### config.mk
export PLATFORM = sky130hd
export DESIGN_NAME = cbt_bit_timing
export DESIGN_NICKNAME = d
export VERILOG_FILES = /design/src/cbt_pkg.sv /design/src/cbt_tq_gen.sv /design/src/cbt_bit_timing.sv
export SDC_FILE = /design/constraint.sdc
export NUM_CORES = 1
export LEC_CHECK = 0
export BUFFER_PORTS_ARGS = -buffer_cell sky130_fd_sc_hd__buf_2
export CORE_MARGIN = 2
export CORE_UTILIZATION = 50
export CTS_BUF_LIST = sky130_fd_sc_hd__clkbuf_16
export DETAILED_ROUTE_END_ITERATION = 10
export HOLD_SLACK_MARGIN = 0.08
export PLACE_DENSITY_LB_ADDON = 0.12
export REMOVE_ABC_BUFFERS = 1
export SYNTH_ARGS = -nofsm -noshare
export SYNTH_HDL_FRONTEND = slang
export SYNTH_HIERARCHICAL = 1
export SYNTH_SLANG_ARGS = --single-unit
export TNS_END_PERCENT = 50
### constraint.sdc
create_clock -name clk -period 7.4 [get_ports clk]
set_input_delay 0.74 -clock clk [delete_from_list [all_inputs] [get_ports clk]]
set_output_delay 0.74 -clock clk [all_outputs]
set_load 0.03 [all_outputs]
### src/cbt_pkg.sv
// package of constants and types for the can bit timing block
package cbt_pkg;

  // register byte offsets
  localparam logic [7:0] ADDR_TIMING  = 8'h00;
  localparam logic [7:0] ADDR_CTRL    = 8'h04;
  localparam logic [7:0] ADDR_STATUS  = 8'h08;
  localparam logic [7:0] ADDR_PRESC   = 8'h0C;

  // timing field positions (ADDR_TIMING)
  localparam int PROP_LSB  = 0;
  localparam int PH1_LSB   = 4;
  localparam int PH2_LSB   = 8;
  localparam int SJW_LSB   = 12;
  localparam int SEG_W     = 4;
  localparam int SJW_W     = 2;

  // control bits
  localparam int CTRL_ENA  = 0;
  localparam int CTRL_TXEN = 1;
  localparam int CTRL_TXB  = 2;

  // reset values
  localparam logic [31:0] TIMING_RST = 32'h0000_1333;
  localparam logic [31:0] CTRL_RST   = 32'h0000_0000;
  localparam logic [7:0]  PRESC_RST  = 8'h01;

  // timing figures in quanta
  localparam logic [3:0] SYNC_TQ = 4'h1;
  localparam logic [3:0] IPT_TQ  = 4'h2;

  // ahb encodings
  localparam logic [1:0] HTRANS_NONSEQ = 2'h2;
  localparam logic [1:0] HTRANS_SEQ    = 2'h3;

  typedef enum logic [2:0] {
    SEG_IDLE,
    SEG_SYNC,
    SEG_PROP,
    SEG_PH1,
    SEG_PH2
  } cbt_seg_t;

  typedef struct packed {
    logic [1:0] sjw;
    logic [3:0] ph2;
    logic [3:0] ph1;
    logic [3:0] prop;
  } cbt_timing_t;

  typedef struct packed {
    logic       bit_val;
    logic       sample_stb;
    logic       bit_start;
  } cbt_bit_t;

endpackage

### src/cbt_tq_gen.sv
// time quantum enable generator from the system clock
`timescale 1ns/10ps
module cbt_tq_gen (
  // clock and reset
  input  wire logic       clk,
  input  wire logic       rst_n,
  // prescaler control
  input  wire logic       run,
  input  wire logic [7:0] presc,
  // quantum tick
  output logic            tq_tick
);

  logic [7:0] cnt_reg;

  always_ff @(posedge clk or negedge rst_n) begin
    if (!rst_n) begin
      cnt_reg <= 8'h00;
    end else if (!run || tq_tick) begin
      cnt_reg <= 8'h00;
    end else begin
      cnt_reg <= cnt_reg + 8'h01;
    end
  end

  // zero prescaler treated as one so quanta never stop
  assign tq_tick = run && ((presc <= 8'h01) || (cnt_reg == presc - 8'h01));

endmodule

### src/cbt_bit_timing.sv
// can bit timing and resynchronization with ahb-lite registers
// Behaviour
// the transmit level is driven at the first quantum of the sync segment.
// a differing bit edge is expected inside the sync segment.
// a propagation segment follows sync to absorb bus and transceiver delay.
// phase segment 1 may be lengthened when resynchronizing.
// the bus is sampled as the bit value at the end of phase segment 1.
// phase segment 2 shortening keeps it at least the processing time and at most phase 1.
// processing time is 2 quanta so phase segment 2 is never below 2 quanta; the code caps phase 2 at phase 1 when phase 1 is shorter.
// a late falling edge lengthens phase segment 1.
// an early falling edge shortens phase segment 2.
// any one correction is limited to the jump width.
// software keeps the jump width no larger than phase segment 2.
// early sampling leaves more phase 2 quanta for a larger jump width.
// late sampling gives the propagation segment more quanta.
// a bit is four segments of whole quanta.
// hard sync on start-of-frame falling edge, resync on every falling edge; the code resyncs only on the first falling edge of each bit.
// sync lasts one quantum and the phase error is measured against it.
`timescale 1ns/10ps
module cbt_bit_timing (
  // clock and reset
  input  wire logic        clk,
  input  wire logic        rst_n,
  // ahb-lite slave
  input  wire logic        hsel,
  input  wire logic [31:0] haddr,
  input  wire logic [1:0]  htrans,
  input  wire logic        hwrite,
  input  wire logic [2:0]  hsize,
  input  wire logic [31:0] hwdata,
  input  wire logic        hready,
  output logic [31:0]      hrdata,
  output logic             hreadyout,
  output logic             hresp,
  // can link
  input  wire logic        can_rx,
  output logic             can_tx,
  // bit stream to protocol logic
  input  wire logic        frame_busy,
  output cbt_pkg::cbt_bit_t bit_out
);

  ////////////////////////////////////////////////////////////////////////////
  logic                 wr_pend_reg;
  logic [7:0]           wr_addr_reg;
  cbt_pkg::cbt_timing_t timing_reg;
  logic [2:0]           ctrl_reg;
  logic [7:0]           presc_reg;
  logic                 tq_tick;
  cbt_pkg::cbt_seg_t    seg_reg;
  logic [4:0]           qcnt_reg;
  logic [4:0]           ph1_len_reg;
  logic [4:0]           ph2_len_reg;
  logic                 rx_prev_reg;
  logic                 sampled_reg;
  logic                 tx_reg;
  logic                 edge_seen_reg;
  logic [7:0]           sync_cnt_reg;
  cbt_pkg::cbt_bit_t    bit_reg;
  logic                 rx_fall;
  logic                 seg_end;
  logic                 addr_ok;
  logic [4:0]           ph1_add_reg;
  logic [4:0]           jump_w;
  logic [4:0]           late_err;
  logic [4:0]           late_jump;
  logic                 early_jump;

  function automatic logic [4:0] ext(input logic [3:0] v);
    ext = {1'b0, v};
  endfunction

  function automatic logic [4:0] min5(input logic [4:0] a, input logic [4:0] b);
    min5 = (a < b) ? a : b;
  endfunction

  // ahb address phase
  assign addr_ok   = hsel && hready && (htrans == cbt_pkg::HTRANS_NONSEQ || htrans == cbt_pkg::HTRANS_SEQ);
  assign hreadyout = 1'b1;
  assign hresp     = 1'b0;

  always_ff @(posedge clk or negedge rst_n) begin
    if (!rst_n) begin
      wr_pend_reg <= 1'b0;
      wr_addr_reg <= 8'h00;
    end else begin
      wr_pend_reg <= addr_ok && hwrite;
      wr_addr_reg <= haddr[7:0];
    end
  end

  always_ff @(posedge clk or negedge rst_n) begin
    if (!rst_n) begin
      timing_reg <= cbt_pkg::TIMING_RST[13:0];
      ctrl_reg   <= cbt_pkg::CTRL_RST[2:0];
      presc_reg  <= cbt_pkg::PRESC_RST;
    end else if (wr_pend_reg) begin
      case (wr_addr_reg)
        cbt_pkg::ADDR_TIMING: begin
          timing_reg <= hwdata[13:0];
        end
        cbt_pkg::ADDR_CTRL: begin
          ctrl_reg <= hwdata[2:0];
        end
        cbt_pkg::ADDR_PRESC: begin
          presc_reg <= hwdata[7:0];
        end
        default: begin
        end
      endcase
    end
  end

  // read data registered in the data phase; unmapped reads zero
  always_ff @(posedge clk or negedge rst_n) begin
    if (!rst_n) begin
      hrdata <= 32'h0000_0000;
    end else if (addr_ok && !hwrite) begin
      case (haddr[7:0])
        cbt_pkg::ADDR_TIMING: hrdata <= {18'h00000, timing_reg};
        cbt_pkg::ADDR_CTRL:   hrdata <= {29'h00000000, ctrl_reg};
        cbt_pkg::ADDR_STATUS: hrdata <= {16'h0000, sync_cnt_reg, 1'b0, seg_reg, edge_seen_reg, tx_reg,
                                         sampled_reg, 1'b0};
        cbt_pkg::ADDR_PRESC:  hrdata <= {24'h000000, presc_reg};
        default:              hrdata <= 32'h0000_0000;
      endcase
    end
  end

  ////////////////////////////////////////////////////////////////////////////
  cbt_tq_gen u_tq (
    .clk     (clk),
    .rst_n   (rst_n),
    .run     (ctrl_reg[cbt_pkg::CTRL_ENA]),
    .presc   (presc_reg),
    .tq_tick (tq_tick)
  );

  assign rx_fall = rx_prev_reg && !can_rx;
  assign seg_end = tq_tick && (qcnt_reg <= 5'h01);
  assign jump_w  = ext({2'b00, timing_reg.sjw}) + 5'h01;

  // phase error counted in quanta after the sync quantum
  assign late_err   = (seg_reg == cbt_pkg::SEG_PROP) ? ext(timing_reg.prop) - qcnt_reg + 5'h01
                      : ext(timing_reg.prop) + ph1_len_reg - qcnt_reg + 5'h01;
  assign late_jump  = (tq_tick && rx_fall && !edge_seen_reg
                       && (seg_reg == cbt_pkg::SEG_PROP || seg_reg == cbt_pkg::SEG_PH1)) ? min5(late_err, jump_w)
                      : 5'h00;
  // early edge close to the bit end becomes the new sync quantum
  assign early_jump = tq_tick && rx_fall && !edge_seen_reg && seg_reg == cbt_pkg::SEG_PH2
                      && (ph2_len_reg - qcnt_reg + 5'h01) >= ext(cbt_pkg::IPT_TQ) && qcnt_reg <= jump_w;

  always_ff @(posedge clk or negedge rst_n) begin
    if (!rst_n) begin
      rx_prev_reg <= 1'b1;
    end else if (tq_tick) begin
      rx_prev_reg <= can_rx;
    end
  end

  // segment sequencer; edge seen once per bit
  always_ff @(posedge clk or negedge rst_n) begin
    if (!rst_n) begin
      seg_reg       <= cbt_pkg::SEG_IDLE;
      qcnt_reg      <= 5'h00;
      ph1_len_reg   <= 5'h00;
      ph2_len_reg   <= 5'h00;
      edge_seen_reg <= 1'b0;
      ph1_add_reg   <= 5'h00;
    end else if (!ctrl_reg[cbt_pkg::CTRL_ENA]) begin
      seg_reg       <= cbt_pkg::SEG_IDLE;
      edge_seen_reg <= 1'b0;
      ph1_add_reg   <= 5'h00;
    end else if (tq_tick) begin
      case (seg_reg)
        cbt_pkg::SEG_IDLE: begin
          // hard sync on sof
          if (rx_fall && !frame_busy) begin
            seg_reg       <= cbt_pkg::SEG_PROP;
            qcnt_reg      <= ext(timing_reg.prop);
            edge_seen_reg <= 1'b1;
          end
        end
        cbt_pkg::SEG_SYNC: begin
          // sync lasts one quantum
          // edge here is in phase
          seg_reg       <= cbt_pkg::SEG_PROP;
          qcnt_reg      <= ext(timing_reg.prop);
          edge_seen_reg <= rx_fall;
        end
        cbt_pkg::SEG_PROP: begin
          // late edge here lengthens the coming phase 1
          if (rx_fall && !edge_seen_reg) begin
            edge_seen_reg <= 1'b1;
          end
          if (qcnt_reg <= 5'h01) begin
            // propagation then phase 1
            // four segments of quanta
            seg_reg     <= cbt_pkg::SEG_PH1;
            qcnt_reg    <= ext(timing_reg.ph1) + ph1_add_reg + late_jump;
            ph1_len_reg <= ext(timing_reg.ph1);
            ph1_add_reg <= 5'h00;
          end else begin
            qcnt_reg    <= qcnt_reg - 5'h01;
            ph1_add_reg <= ph1_add_reg + late_jump;
          end
        end
        cbt_pkg::SEG_PH1: begin
          // late edge lengthens phase 1
          // phase 1 extension
          // bounded by jump width
          if (late_jump != 5'h00) begin
            edge_seen_reg <= 1'b1;
            qcnt_reg      <= qcnt_reg - 5'h01 + late_jump;
          end else if (qcnt_reg <= 5'h01) begin
            begin
              seg_reg     <= cbt_pkg::SEG_PH2;
              // phase 2 never below processing time unless phase 1 is shorter
              // never above phase 1
              ph2_len_reg <= min5((ext(timing_reg.ph2) < ext(cbt_pkg::IPT_TQ)) ? ext(cbt_pkg::IPT_TQ)
                                  : ext(timing_reg.ph2), ext(timing_reg.ph1));
              qcnt_reg    <= min5((ext(timing_reg.ph2) < ext(cbt_pkg::IPT_TQ)) ? ext(cbt_pkg::IPT_TQ)
                                  : ext(timing_reg.ph2), ext(timing_reg.ph1));
            end
          end else begin
            qcnt_reg <= qcnt_reg - 5'h01;
          end
        end
        cbt_pkg::SEG_PH2: begin
          // early edge shortens phase 2
          // bounded by jump width
          if (rx_fall && !edge_seen_reg && (ph2_len_reg - qcnt_reg + 5'h01) >= ext(cbt_pkg::IPT_TQ)) begin
            if (qcnt_reg <= ext({2'b00, timing_reg.sjw}) + 5'h01) begin
              seg_reg       <= cbt_pkg::SEG_PROP;
              qcnt_reg      <= ext(timing_reg.prop);
              edge_seen_reg <= 1'b1;
            end else begin
              qcnt_reg      <= qcnt_reg - ext({2'b00, timing_reg.sjw}) - 5'h01;
              edge_seen_reg <= 1'b1;
            end
          end else if (qcnt_reg <= 5'h01) begin
            seg_reg  <= cbt_pkg::SEG_SYNC;
            qcnt_reg <= ext(cbt_pkg::SYNC_TQ);
          end else begin
            qcnt_reg <= qcnt_reg - 5'h01;
          end
        end
        default: begin
          seg_reg <= cbt_pkg::SEG_IDLE;
        end
      endcase
    end
  end

  // sample at end of phase 1
  always_ff @(posedge clk or negedge rst_n) begin
    if (!rst_n) begin
      sampled_reg <= 1'b1;
      bit_reg     <= '0;
    end else begin
      bit_reg.sample_stb <= 1'b0;
      bit_reg.bit_start  <= 1'b0;
      if (tq_tick && seg_reg == cbt_pkg::SEG_PH1 && qcnt_reg <= 5'h01 && !(rx_fall && !edge_seen_reg)) begin
        sampled_reg        <= can_rx;
        bit_reg.bit_val    <= can_rx;
        bit_reg.sample_stb <= 1'b1;
      end
      if ((tq_tick && seg_reg == cbt_pkg::SEG_SYNC) || early_jump) begin
        bit_reg.bit_start <= 1'b1;
      end
    end
  end

  // drive bit at start of sync
  always_ff @(posedge clk or negedge rst_n) begin
    if (!rst_n) begin
      tx_reg <= 1'b1;
    end else if (!ctrl_reg[cbt_pkg::CTRL_TXEN]) begin
      tx_reg <= 1'b1;
    end else if (tq_tick && seg_reg == cbt_pkg::SEG_PH2 && qcnt_reg <= 5'h01) begin
      tx_reg <= ctrl_reg[cbt_pkg::CTRL_TXB];
    end
  end

  always_ff @(posedge clk or negedge rst_n) begin
    if (!rst_n) begin
      sync_cnt_reg <= 8'h00;
    end else if (tq_tick && rx_fall && seg_reg != cbt_pkg::SEG_SYNC) begin
      sync_cnt_reg <= sync_cnt_reg + 8'h01;
    end
  end

  assign can_tx  = tx_reg;
  assign bit_out = bit_reg;

  ////////////////////////////////////////////////////////////////////////////
  a_tx_idle_recessive: assert property (@(posedge clk) disable iff (!rst_n)
    !ctrl_reg[cbt_pkg::CTRL_TXEN] |=> can_tx) else $error("tx not recessive when disabled");
  a_tx_changes_sync: assert property (@(posedge clk) disable iff (!rst_n)
    ctrl_reg[cbt_pkg::CTRL_TXEN] && $changed(can_tx) |-> seg_reg == cbt_pkg::SEG_SYNC)
    else $error("tx changed outside sync start");
  a_sync_one_tq: assert property (@(posedge clk) disable iff (!rst_n)
    tq_tick && seg_reg == cbt_pkg::SEG_SYNC && ctrl_reg[cbt_pkg::CTRL_ENA] && !wr_pend_reg
    |=> seg_reg == cbt_pkg::SEG_PROP)
    else $error("sync segment longer than one quantum");
  a_sample_value: assert property (@(posedge clk) disable iff (!rst_n)
    bit_reg.sample_stb |-> bit_reg.bit_val == $past(can_rx)) else $error("sampled value mismatch");
  a_sample_in_ph2: assert property (@(posedge clk) disable iff (!rst_n)
    bit_reg.sample_stb && ctrl_reg[cbt_pkg::CTRL_ENA] |-> seg_reg == cbt_pkg::SEG_PH2)
    else $error("sample not at phase 1 end");
  a_ph2_min_ipt: assert property (@(posedge clk) disable iff (!rst_n)
    seg_reg == cbt_pkg::SEG_PH2 |-> ph2_len_reg >= ext(cbt_pkg::IPT_TQ)) else $error("phase 2 below processing time");
  a_ph2_le_ph1: assert property (@(posedge clk) disable iff (!rst_n)
    seg_reg == cbt_pkg::SEG_PH2 && timing_reg.ph1 >= cbt_pkg::IPT_TQ |-> ph2_len_reg <= ext(timing_reg.ph1))
    else $error("phase 2 longer than phase 1");
  a_ph1_jump_limit: assert property (@(posedge clk) disable iff (!rst_n)
    seg_reg == cbt_pkg::SEG_PH1 |-> qcnt_reg <= ph1_len_reg + ext({2'b00, timing_reg.sjw}) + 5'h01)
    else $error("phase 1 extended beyond jump width");
  a_hard_sync: assert property (@(posedge clk) disable iff (!rst_n)
    tq_tick && seg_reg == cbt_pkg::SEG_IDLE && rx_fall && !frame_busy && ctrl_reg[cbt_pkg::CTRL_ENA]
    |=> seg_reg == cbt_pkg::SEG_PROP) else $error("no hard sync on sof edge");

  c_hard_sync: cover property (@(posedge clk) seg_reg == cbt_pkg::SEG_IDLE ##1 seg_reg == cbt_pkg::SEG_PROP);
  c_ph2_short: cover property (@(posedge clk) tq_tick && seg_reg == cbt_pkg::SEG_PH2 && rx_fall && !edge_seen_reg);
  c_ph1_long: cover property (@(posedge clk) tq_tick && seg_reg == cbt_pkg::SEG_PH1 && rx_fall && !edge_seen_reg);
  c_sample: cover property (@(posedge clk) bit_reg.sample_stb);

endmodule

# [Word level (Yosys, flattened, before mapping)]
# Cells that the tools add are included.
[op_classes] addsub=18 order_cmp=7 n_eq_ne=27 n_mux=40 bitwise=1 reduce_logical=47
[op_table] op="5-bit two-way mux" count=14
[op_table] op="16-bit case mux with 4 select lines" count=1
[op_table] op="3-bit two-way mux" count=9
[op_table] op="5-bit case mux with 5 select lines" count=1
[op_table] op="8-bit by 4-bit == test with 1-bit output (second input constant)" count=3
[op_table] op="1-bit logical AND" count=22
[op_table] op="8-bit by 1-bit adder with 8-bit output (second input constant)" count=2
[op_table] op="8-bit by 3-bit == test with 1-bit output (second input constant)" count=2
[op_table] op="8-bit logical NOT" count=2
[op_table] op="5-bit by 1-bit adder with 5-bit output (second input constant)" count=3
[op_table] op="5-bit adder" count=3
[op_table] op="3-bit != test (second input constant)" count=5
[op_table] op="3-bit case mux with 5 select lines" count=1
[op_table] op="1-bit two-way mux" count=10
[op_table] op="5-bit nonzero test" count=2
[op_table] op="5-bit by 1-bit subtractor with 5-bit output (second input constant)" count=2
[op_table] op="5-bit subtractor" count=2
[op_table] op="8-bit == test" count=1
[op_table] op="8-bit by 1-bit less-or-equal comparator with 1-bit output (second input constant)" count=1
[op_table] op="4-bit two-way mux" count=2
[op_table] op="8-bit two-way mux" count=1
[op_table] op="4-bit != test (second input constant)" count=2
[op_table] op="2-bit AND reduction" count=4
[op_table] op="4-bit AND reduction" count=2
[op_table] op="other kinds (29)" count=43
[totals] register_bits=111 input_bits=76 out_inout_bits=38

# [Longest topological paths before layout]
[logic_depth] depth_word=13 ltp_mapped=23

# [Hierarchy]
# The synthesis kept the hierarchy.
[modules_own_cells] mod="cbt_bit_timing" n_inst=1 cells_each=617 area_per_inst_um2=5915.7 seq_area_each_um2=2165.8
[modules_own_cells] mod="cbt_tq_gen" n_inst=1 cells_each=70 area_per_inst_um2=653.1 seq_area_each_um2=200.2

# [Least setup slack after synthesis]
# OpenSTA, ideal clock, no wires.
[synth_timing] kind="register to register" start="reg timing_reg[0] (netlist bit)" end="reg qcnt_reg[4]" t_arrival_ps=5041 required_ps=7270 setup_slack_ps=2229 stages_incl_launch_ff=24 period_less_slack_ps=5171 path_cell_list="dfstp_2 inv_1 fa_1 inv_1 fa_1 mux2_2 ha_1 a21o_1 a221oi_1 o2111ai_2 nand2_1 o21ai_0 or2_2 fa_1 inv_1 ha_1 a21o_1 a21oi_1 xnor2_1 a21oi_1 o21a_1 o221ai_1 a41oi_1 o31ai_1"
[synth_between] elab_chain_cells=10
[synth_rtl] item="start, declared" line="cbt_bit_timing.sv:46" rtl="cbt_pkg::cbt_timing_t timing_reg;"
[synth_rtl] item="start signal, assigned" line="cbt_bit_timing.sv:94" rtl="timing_reg <= cbt_pkg::TIMING_RST[13:0];"
[synth_rtl] item="start signal, assigned" line="cbt_bit_timing.sv:100" rtl="timing_reg <= hwdata[13:0];"
[synth_rtl] item="4-bit by 4-bit adder with 5-bit output" line="cbt_bit_timing.sv:145" rtl=": ext(timing_reg.prop) + ph1_len_reg - qcnt_reg + 5'h01;"
[synth_rtl] item="5-bit subtractor" line="cbt_bit_timing.sv:145"
[synth_rtl] item="5-bit by 1-bit adder with 5-bit output" line="cbt_bit_timing.sv:145"
[synth_rtl] item="5-bit two-way mux (*)" line="cbt_bit_timing.sv:144" rtl="assign late_err = (seg_reg == cbt_pkg::SEG_PROP) ? ext(timing_reg.prop) - qcnt_reg + 5'h01"
[synth_rtl] item="5-bit less-than comparator" line="cbt_bit_timing.sv:74" rtl="min5 = (a < b) ? a : b;"
[synth_rtl] item="5-bit two-way mux (*)" line="cbt_bit_timing.sv:74"
[synth_rtl] item="5-bit two-way mux (*)" line="cbt_bit_timing.sv:147" rtl="&& (seg_reg == cbt_pkg::SEG_PROP || seg_reg == cbt_pkg::SEG_PH1)) ? min5(late_err, jump_w)"
[synth_rtl] item="5-bit adder (tied with other cells)" line="cbt_bit_timing.sv:214" rtl="qcnt_reg <= qcnt_reg - 5'h01 + late_jump;"
[synth_rtl] item="5-bit two-way mux (on tied branches)" line="cbt_bit_timing.sv:212, cbt_bit_timing.sv:196"
[synth_rtl] item="5-bit case mux with 5 select lines (*)" line="cbt_bit_timing.sv:175" rtl="case (seg_reg)"
[synth_rtl] item="end signal, assigned" line="cbt_bit_timing.sv:180" rtl="qcnt_reg <= ext(timing_reg.prop);"
[synth_rtl] item="end signal, assigned" line="cbt_bit_timing.sv:214"
[synth_rtl] item="end signal, assigned" line="cbt_bit_timing.sv:222" rtl="qcnt_reg <= min5((ext(timing_reg.ph2) < ext(cbt_pkg::IPT_TQ)) ? ext(cbt_pkg::IPT_TQ)"
[synth_rtl] item="end, declared" line="cbt_bit_timing.sv:51" rtl="logic [4:0] qcnt_reg;"
# Mark *: on every way between the ends. The rest lies on a longest branch, timed or not.
# A chain may end at the register's enable or synchronous reset.

# [Worst setup path after layout]
[layout_timing] start="reg presc_reg[0]" end="reg qcnt_reg[4]"
[layout_between] elab_chain_cells=11
[layout_rtl] item="start, declared" line="cbt_bit_timing.sv:48" rtl="logic [7:0] presc_reg;"
[layout_rtl] item="start signal, assigned" line="cbt_bit_timing.sv:96" rtl="presc_reg <= cbt_pkg::PRESC_RST;"
[layout_rtl] item="start signal, assigned" line="cbt_bit_timing.sv:106" rtl="presc_reg <= hwdata[7:0];"
[layout_rtl] item="8-bit by 1-bit subtractor with 8-bit output" line="cbt_tq_gen.sv:27" rtl="assign tq_tick = run && ((presc <= 8'h01) || (cnt_reg == presc - 8'h01));"
[layout_rtl] item="8-bit == test" line="cbt_tq_gen.sv:27"
[layout_rtl] item="1-bit logical OR (*)" line="cbt_tq_gen.sv:27"
[layout_rtl] item="1-bit logical AND (*)" line="cbt_tq_gen.sv:27"
[layout_rtl] item="via tq_tick" line="cbt_bit_timing.sv:49" rtl="logic tq_tick;"
[layout_rtl] item="1-bit logical AND (2 in a row)" line="cbt_bit_timing.sv:146" rtl="assign late_jump = (tq_tick && rx_fall && !edge_seen_reg"
[layout_rtl] item="1-bit logical AND" line="cbt_bit_timing.sv:147"
[layout_rtl] item="5-bit two-way mux" line="cbt_bit_timing.sv:147"
[layout_rtl] item="5-bit adder (tied with other cells)" line="cbt_bit_timing.sv:214"
[layout_rtl] item="5-bit two-way mux (on tied branches)" line="cbt_bit_timing.sv:212, cbt_bit_timing.sv:196"
[layout_rtl] item="5-bit case mux with 5 select lines" line="cbt_bit_timing.sv:175"
# The timed path passes the listed nets; every way through them passes the cells marked *.

==> results.tsv <==
stage	metric	value	unit
sta	Final Hold Fails	0	
grt	initial antenna violation count	0	
drt	vias per cell	5.702	
power_and_ir_drop	Cell Int Power	1.222	mW
drt	DRC viols	0	
drt	DRT Wirelength	16530	um
grt	first-pass GRT wire length	27120	um
placement	buffers added on ports	49	
clock_network	CTS tree	yes	
floorplan	I/O pin cnt	114	
layout	Core Util, Final	0.5664	
critical_path	startpoint types	register	
grt	Global Route Usage Sum	0.2467	
layout	# diodes	0	
hold_path	Worst Hold Class	in2async	
power_and_ir_drop	Gate power share	0.433	
drt	drt first-iter violations	394	
power_and_ir_drop	Worst VDD drop	193.8	uV
synthesis	Synth Area in Simple Gates	0.1507	
grt	largest net degree at the start of global routing	77	
synthesis	Seq cells post-synth	94	
synthesis	sequential share of the synthesized area	0.3602	
sta	final worst slack	1.446	ns
sta	max-slew violations	0	
floorplan	Initial Utilization	0.5163	
synthesis	largest family of logic cells by synthesized area	simple AND/OR/NAND/NOR gates	
clock_network	post-cts sizing count	0	
clock_network	clk slew on worst S/H paths	0.06	ns
clock_network	CTS root buffer	clkbuf_16	
layout	area grow syn2layout	9.695	%
synthesis	syn avg cell area	9.562	um2
clock_network	CTS H-tree lvls	3	
outcome	outcome	complete, no violations	
power_and_ir_drop	Leakage Power	3.475	nW
synthesis	multiplexer share of the synthesized area	0.08190	
clock_network	Clock Tree Buf Depth	2	
power_and_ir_drop	P_sw	0.8136	mW
critical_path	Critical Path, Cell by Cell	inv_1, ha_1, xnor2_1, a211oi_1, nand3_1, nor4_4, o21a_1, nand3b_1, or3_1, nor2_1, fa_1, ha_1, a21o_1, a21oi_1, xnor2_1, a21oi_1, o21a_1, o221ai_1, a41oi_1, o31ai_1	
critical_path	critical path fanouts, max	12	
synthesis	synthesized area	0.006569	mm2
sta	Layout Skew	0.005975	ns
drt	Pre-antenna DRT Iters	5	
synthesis	Post-synth top flop	dfrtp_1	
sta	fmax	168.0	MHz
placement	GP Congestion	0.9399	
sta	max_slew headroom	0.3449	
power_and_ir_drop	sequential share of power	0.325	
critical_path	Crit Path Class	reg2reg	
grt	vias in the first global route	5164	
synthesis	post-synthesis compound-gate area fraction	0.1493	
power_and_ir_drop	Net Sw Frac	0.3997	
critical_path	crit end category	register	
drt	ANT nets after route	0	
synthesis	Adder-Cell Fraction of Synth Area	0.1341	
floorplan	DIE AREA	0.01407	mm2
drt	vias	5149	
placement	DP Wirelength	12630	um
critical_path	Worst EP required	7.62	ns
clock_network	cts hold-fix bufs	0	
sta	Final period util	0.8045	
synthesis	Syn. warnings	6	
power_and_ir_drop	pwr/cell area	282.5	mW/mm2
critical_path	Buf+Inv Stages, Crit Path	1	
sta	final setup violation count	0	
clock_network	Clock Sinks	94	
floorplan	Die Wd	118.6	um
clock_network	postcts setup bufs	0	
floorplan	CORE AREA	0.01272	mm2
layout	layout cell share with drive strength beyond 1	0.1614	
layout	FILL cells	1170	
synthesis	Post-synth ARST share	1.000	
floorplan	Cell Rows	41	
grt	grt ovf	0	
layout	area of the multi-input gates	0.003841	mm2
sta	total negative slack	0	ns
layout	Register Area	0.002366	mm2
synthesis	number of flops mapped to enable cells by yosys	0	
clock_network	TritonCTS Buffers	9	
job	max-cap viol count	0	
sta	min Tclk post-route	5.954	ns
drt	DR WL/cell	18.30	um
sta	RSZ-0062 raised after global routing	false	
layout	max FFs per register	16	
critical_path	Worst Path Arrival	6.17	ns
critical_path	slowest stage delay, CP	0.65	ns
critical_path	slowest cell on the critical path	dfstp_2	
placement	pre-CTS WS	1.567	ns
sta	worst-margin pin slew	0.9826	ns
floorplan	die height	118.6	um
clock_network	Clk Latency, worst-skew pair	0.35	ns
synthesis	XOR/XNOR Fraction of Synth Area	0.05600	
critical_path	CP top delay family	compound AO/OA/AOI/OAI gates	
synthesis	Netlist cell types	68	
synthesis	Post-Syn Instances	687	
layout	Post-layout nets	864	
power_and_ir_drop	clock share of power	0.243	
cells in the mapped netlist, types with 11 or more instances:
cell,count,area share
a21o_1,12,0.014
a21oi_1,37,0.028
buf_4,19,0.022
clkbuf_1,18,0.010
dfrtp_1,83,0.32
dfstp_2,11,0.044
fa_1,14,0.043
ha_1,48,0.091
inv_1,49,0.028
mux2_2,26,0.045
mux2i_1,20,0.030
nand2_1,58,0.033
nand3_1,15,0.011
nor2_1,37,0.021
nor3_1,19,0.014
o21ai_0,46,0.035
xnor2_1,24,0.032
xor2_1,18,0.024
placed cells by master, fill, tap and decap left out, types with 7 or more instances in the layout:
master / netlist / layout
dfrtp_1: 83 / 83
nand2_1: 58 / 58
inv_1: 49 / 50
ha_1: 48 / 48
buf_2: 5 / 48
o21ai_0: 46 / 46
a21oi_1: 37 / 37
nor2_1: 37 / 37
mux2_2: 26 / 26
xnor2_1: 24 / 24
conb_1: 2 / 21
mux2i_1: 20 / 20
nor3_1: 19 / 18
xor2_1: 18 / 18
nand3_1: 15 / 15
fa_1: 14 / 14
a21o_1: 12 / 12
dfstp_2: 11 / 11
nor2b_1: 10 / 10
clkbuf_16: 0 / 9
nand2b_1: 7 / 7
a31oi_1: 7 / 7
logic make-up after synthesis:
logic type / after synthesis
simple gates: 191
compound gates: 154
flops: 94
buf+inv: 94
fa+ha+maj: 62
mux: 48
xor+xnor: 42
other cells: 2
stage by stage:
stage          cells  hold WS (ns)  total power [mW]  area, um2
2_1_floorplan    661        0.3828             1.302       6386
3_3_place_gp     887        0.4027             1.510       6892
3_5_place_dp     887        0.4303             1.538       6892
4_1_cts          903        0.2515             2.040       7206
5_1_grt          903        0.2546             2.200       7206
6_report         903        0.2503             2.036       7206
power groups by stage:
stage | clock, mW | sequential, mW | combinational (mW)
2_1_floorplan | 0 | 0.638 | 0.664
3_3_place_gp | 0 | 0.668 | 0.843
3_5_place_dp | 0 | 0.669 | 0.870
4_1_cts | 0.504 | 0.659 | 0.877
5_1_grt | 0.530 | 0.672 | 0.998
6_report | 0.494 | 0.661 | 0.881
final timing paths:
path / from / end / slack [ns] / cells after the start
min in group clk: ctrl_reg[1] / can_tx / 0.44 / 1
max: presc_reg[0] / qcnt_reg[4] / 1.45 / 20
max reg2reg: presc_reg[0] / qcnt_reg[4] / 1.45 / 20
max in group asynchronous: rst_n / presc_reg[3] / 5.89 / 2
min reg2reg: ctrl_reg[1] / can_tx / 0.44 / 1
min: rst_n / timing_reg[13] / 0.25 / 1
layer usage:
layer,global-route usage,part of all wire,vias to the layer above
li1,-,-,2456
met1,0.3368,0.46,2526
met2,0.3897,0.47,144
met3,0.05792,0.048,23
met4,0.07515,0.025,0
met5,0,0,-
final cells by class:
type                       instances  share of cell area
multi-input combinational        518              0.5331
sequential                        94              0.3284
timing repair buffer              54             0.03959
clock buffer                       9             0.03126
tap                              172             0.02987
inverter                          49             0.02553
clock inverter                     7             0.01233
Power figures use the tool's default switching activity.
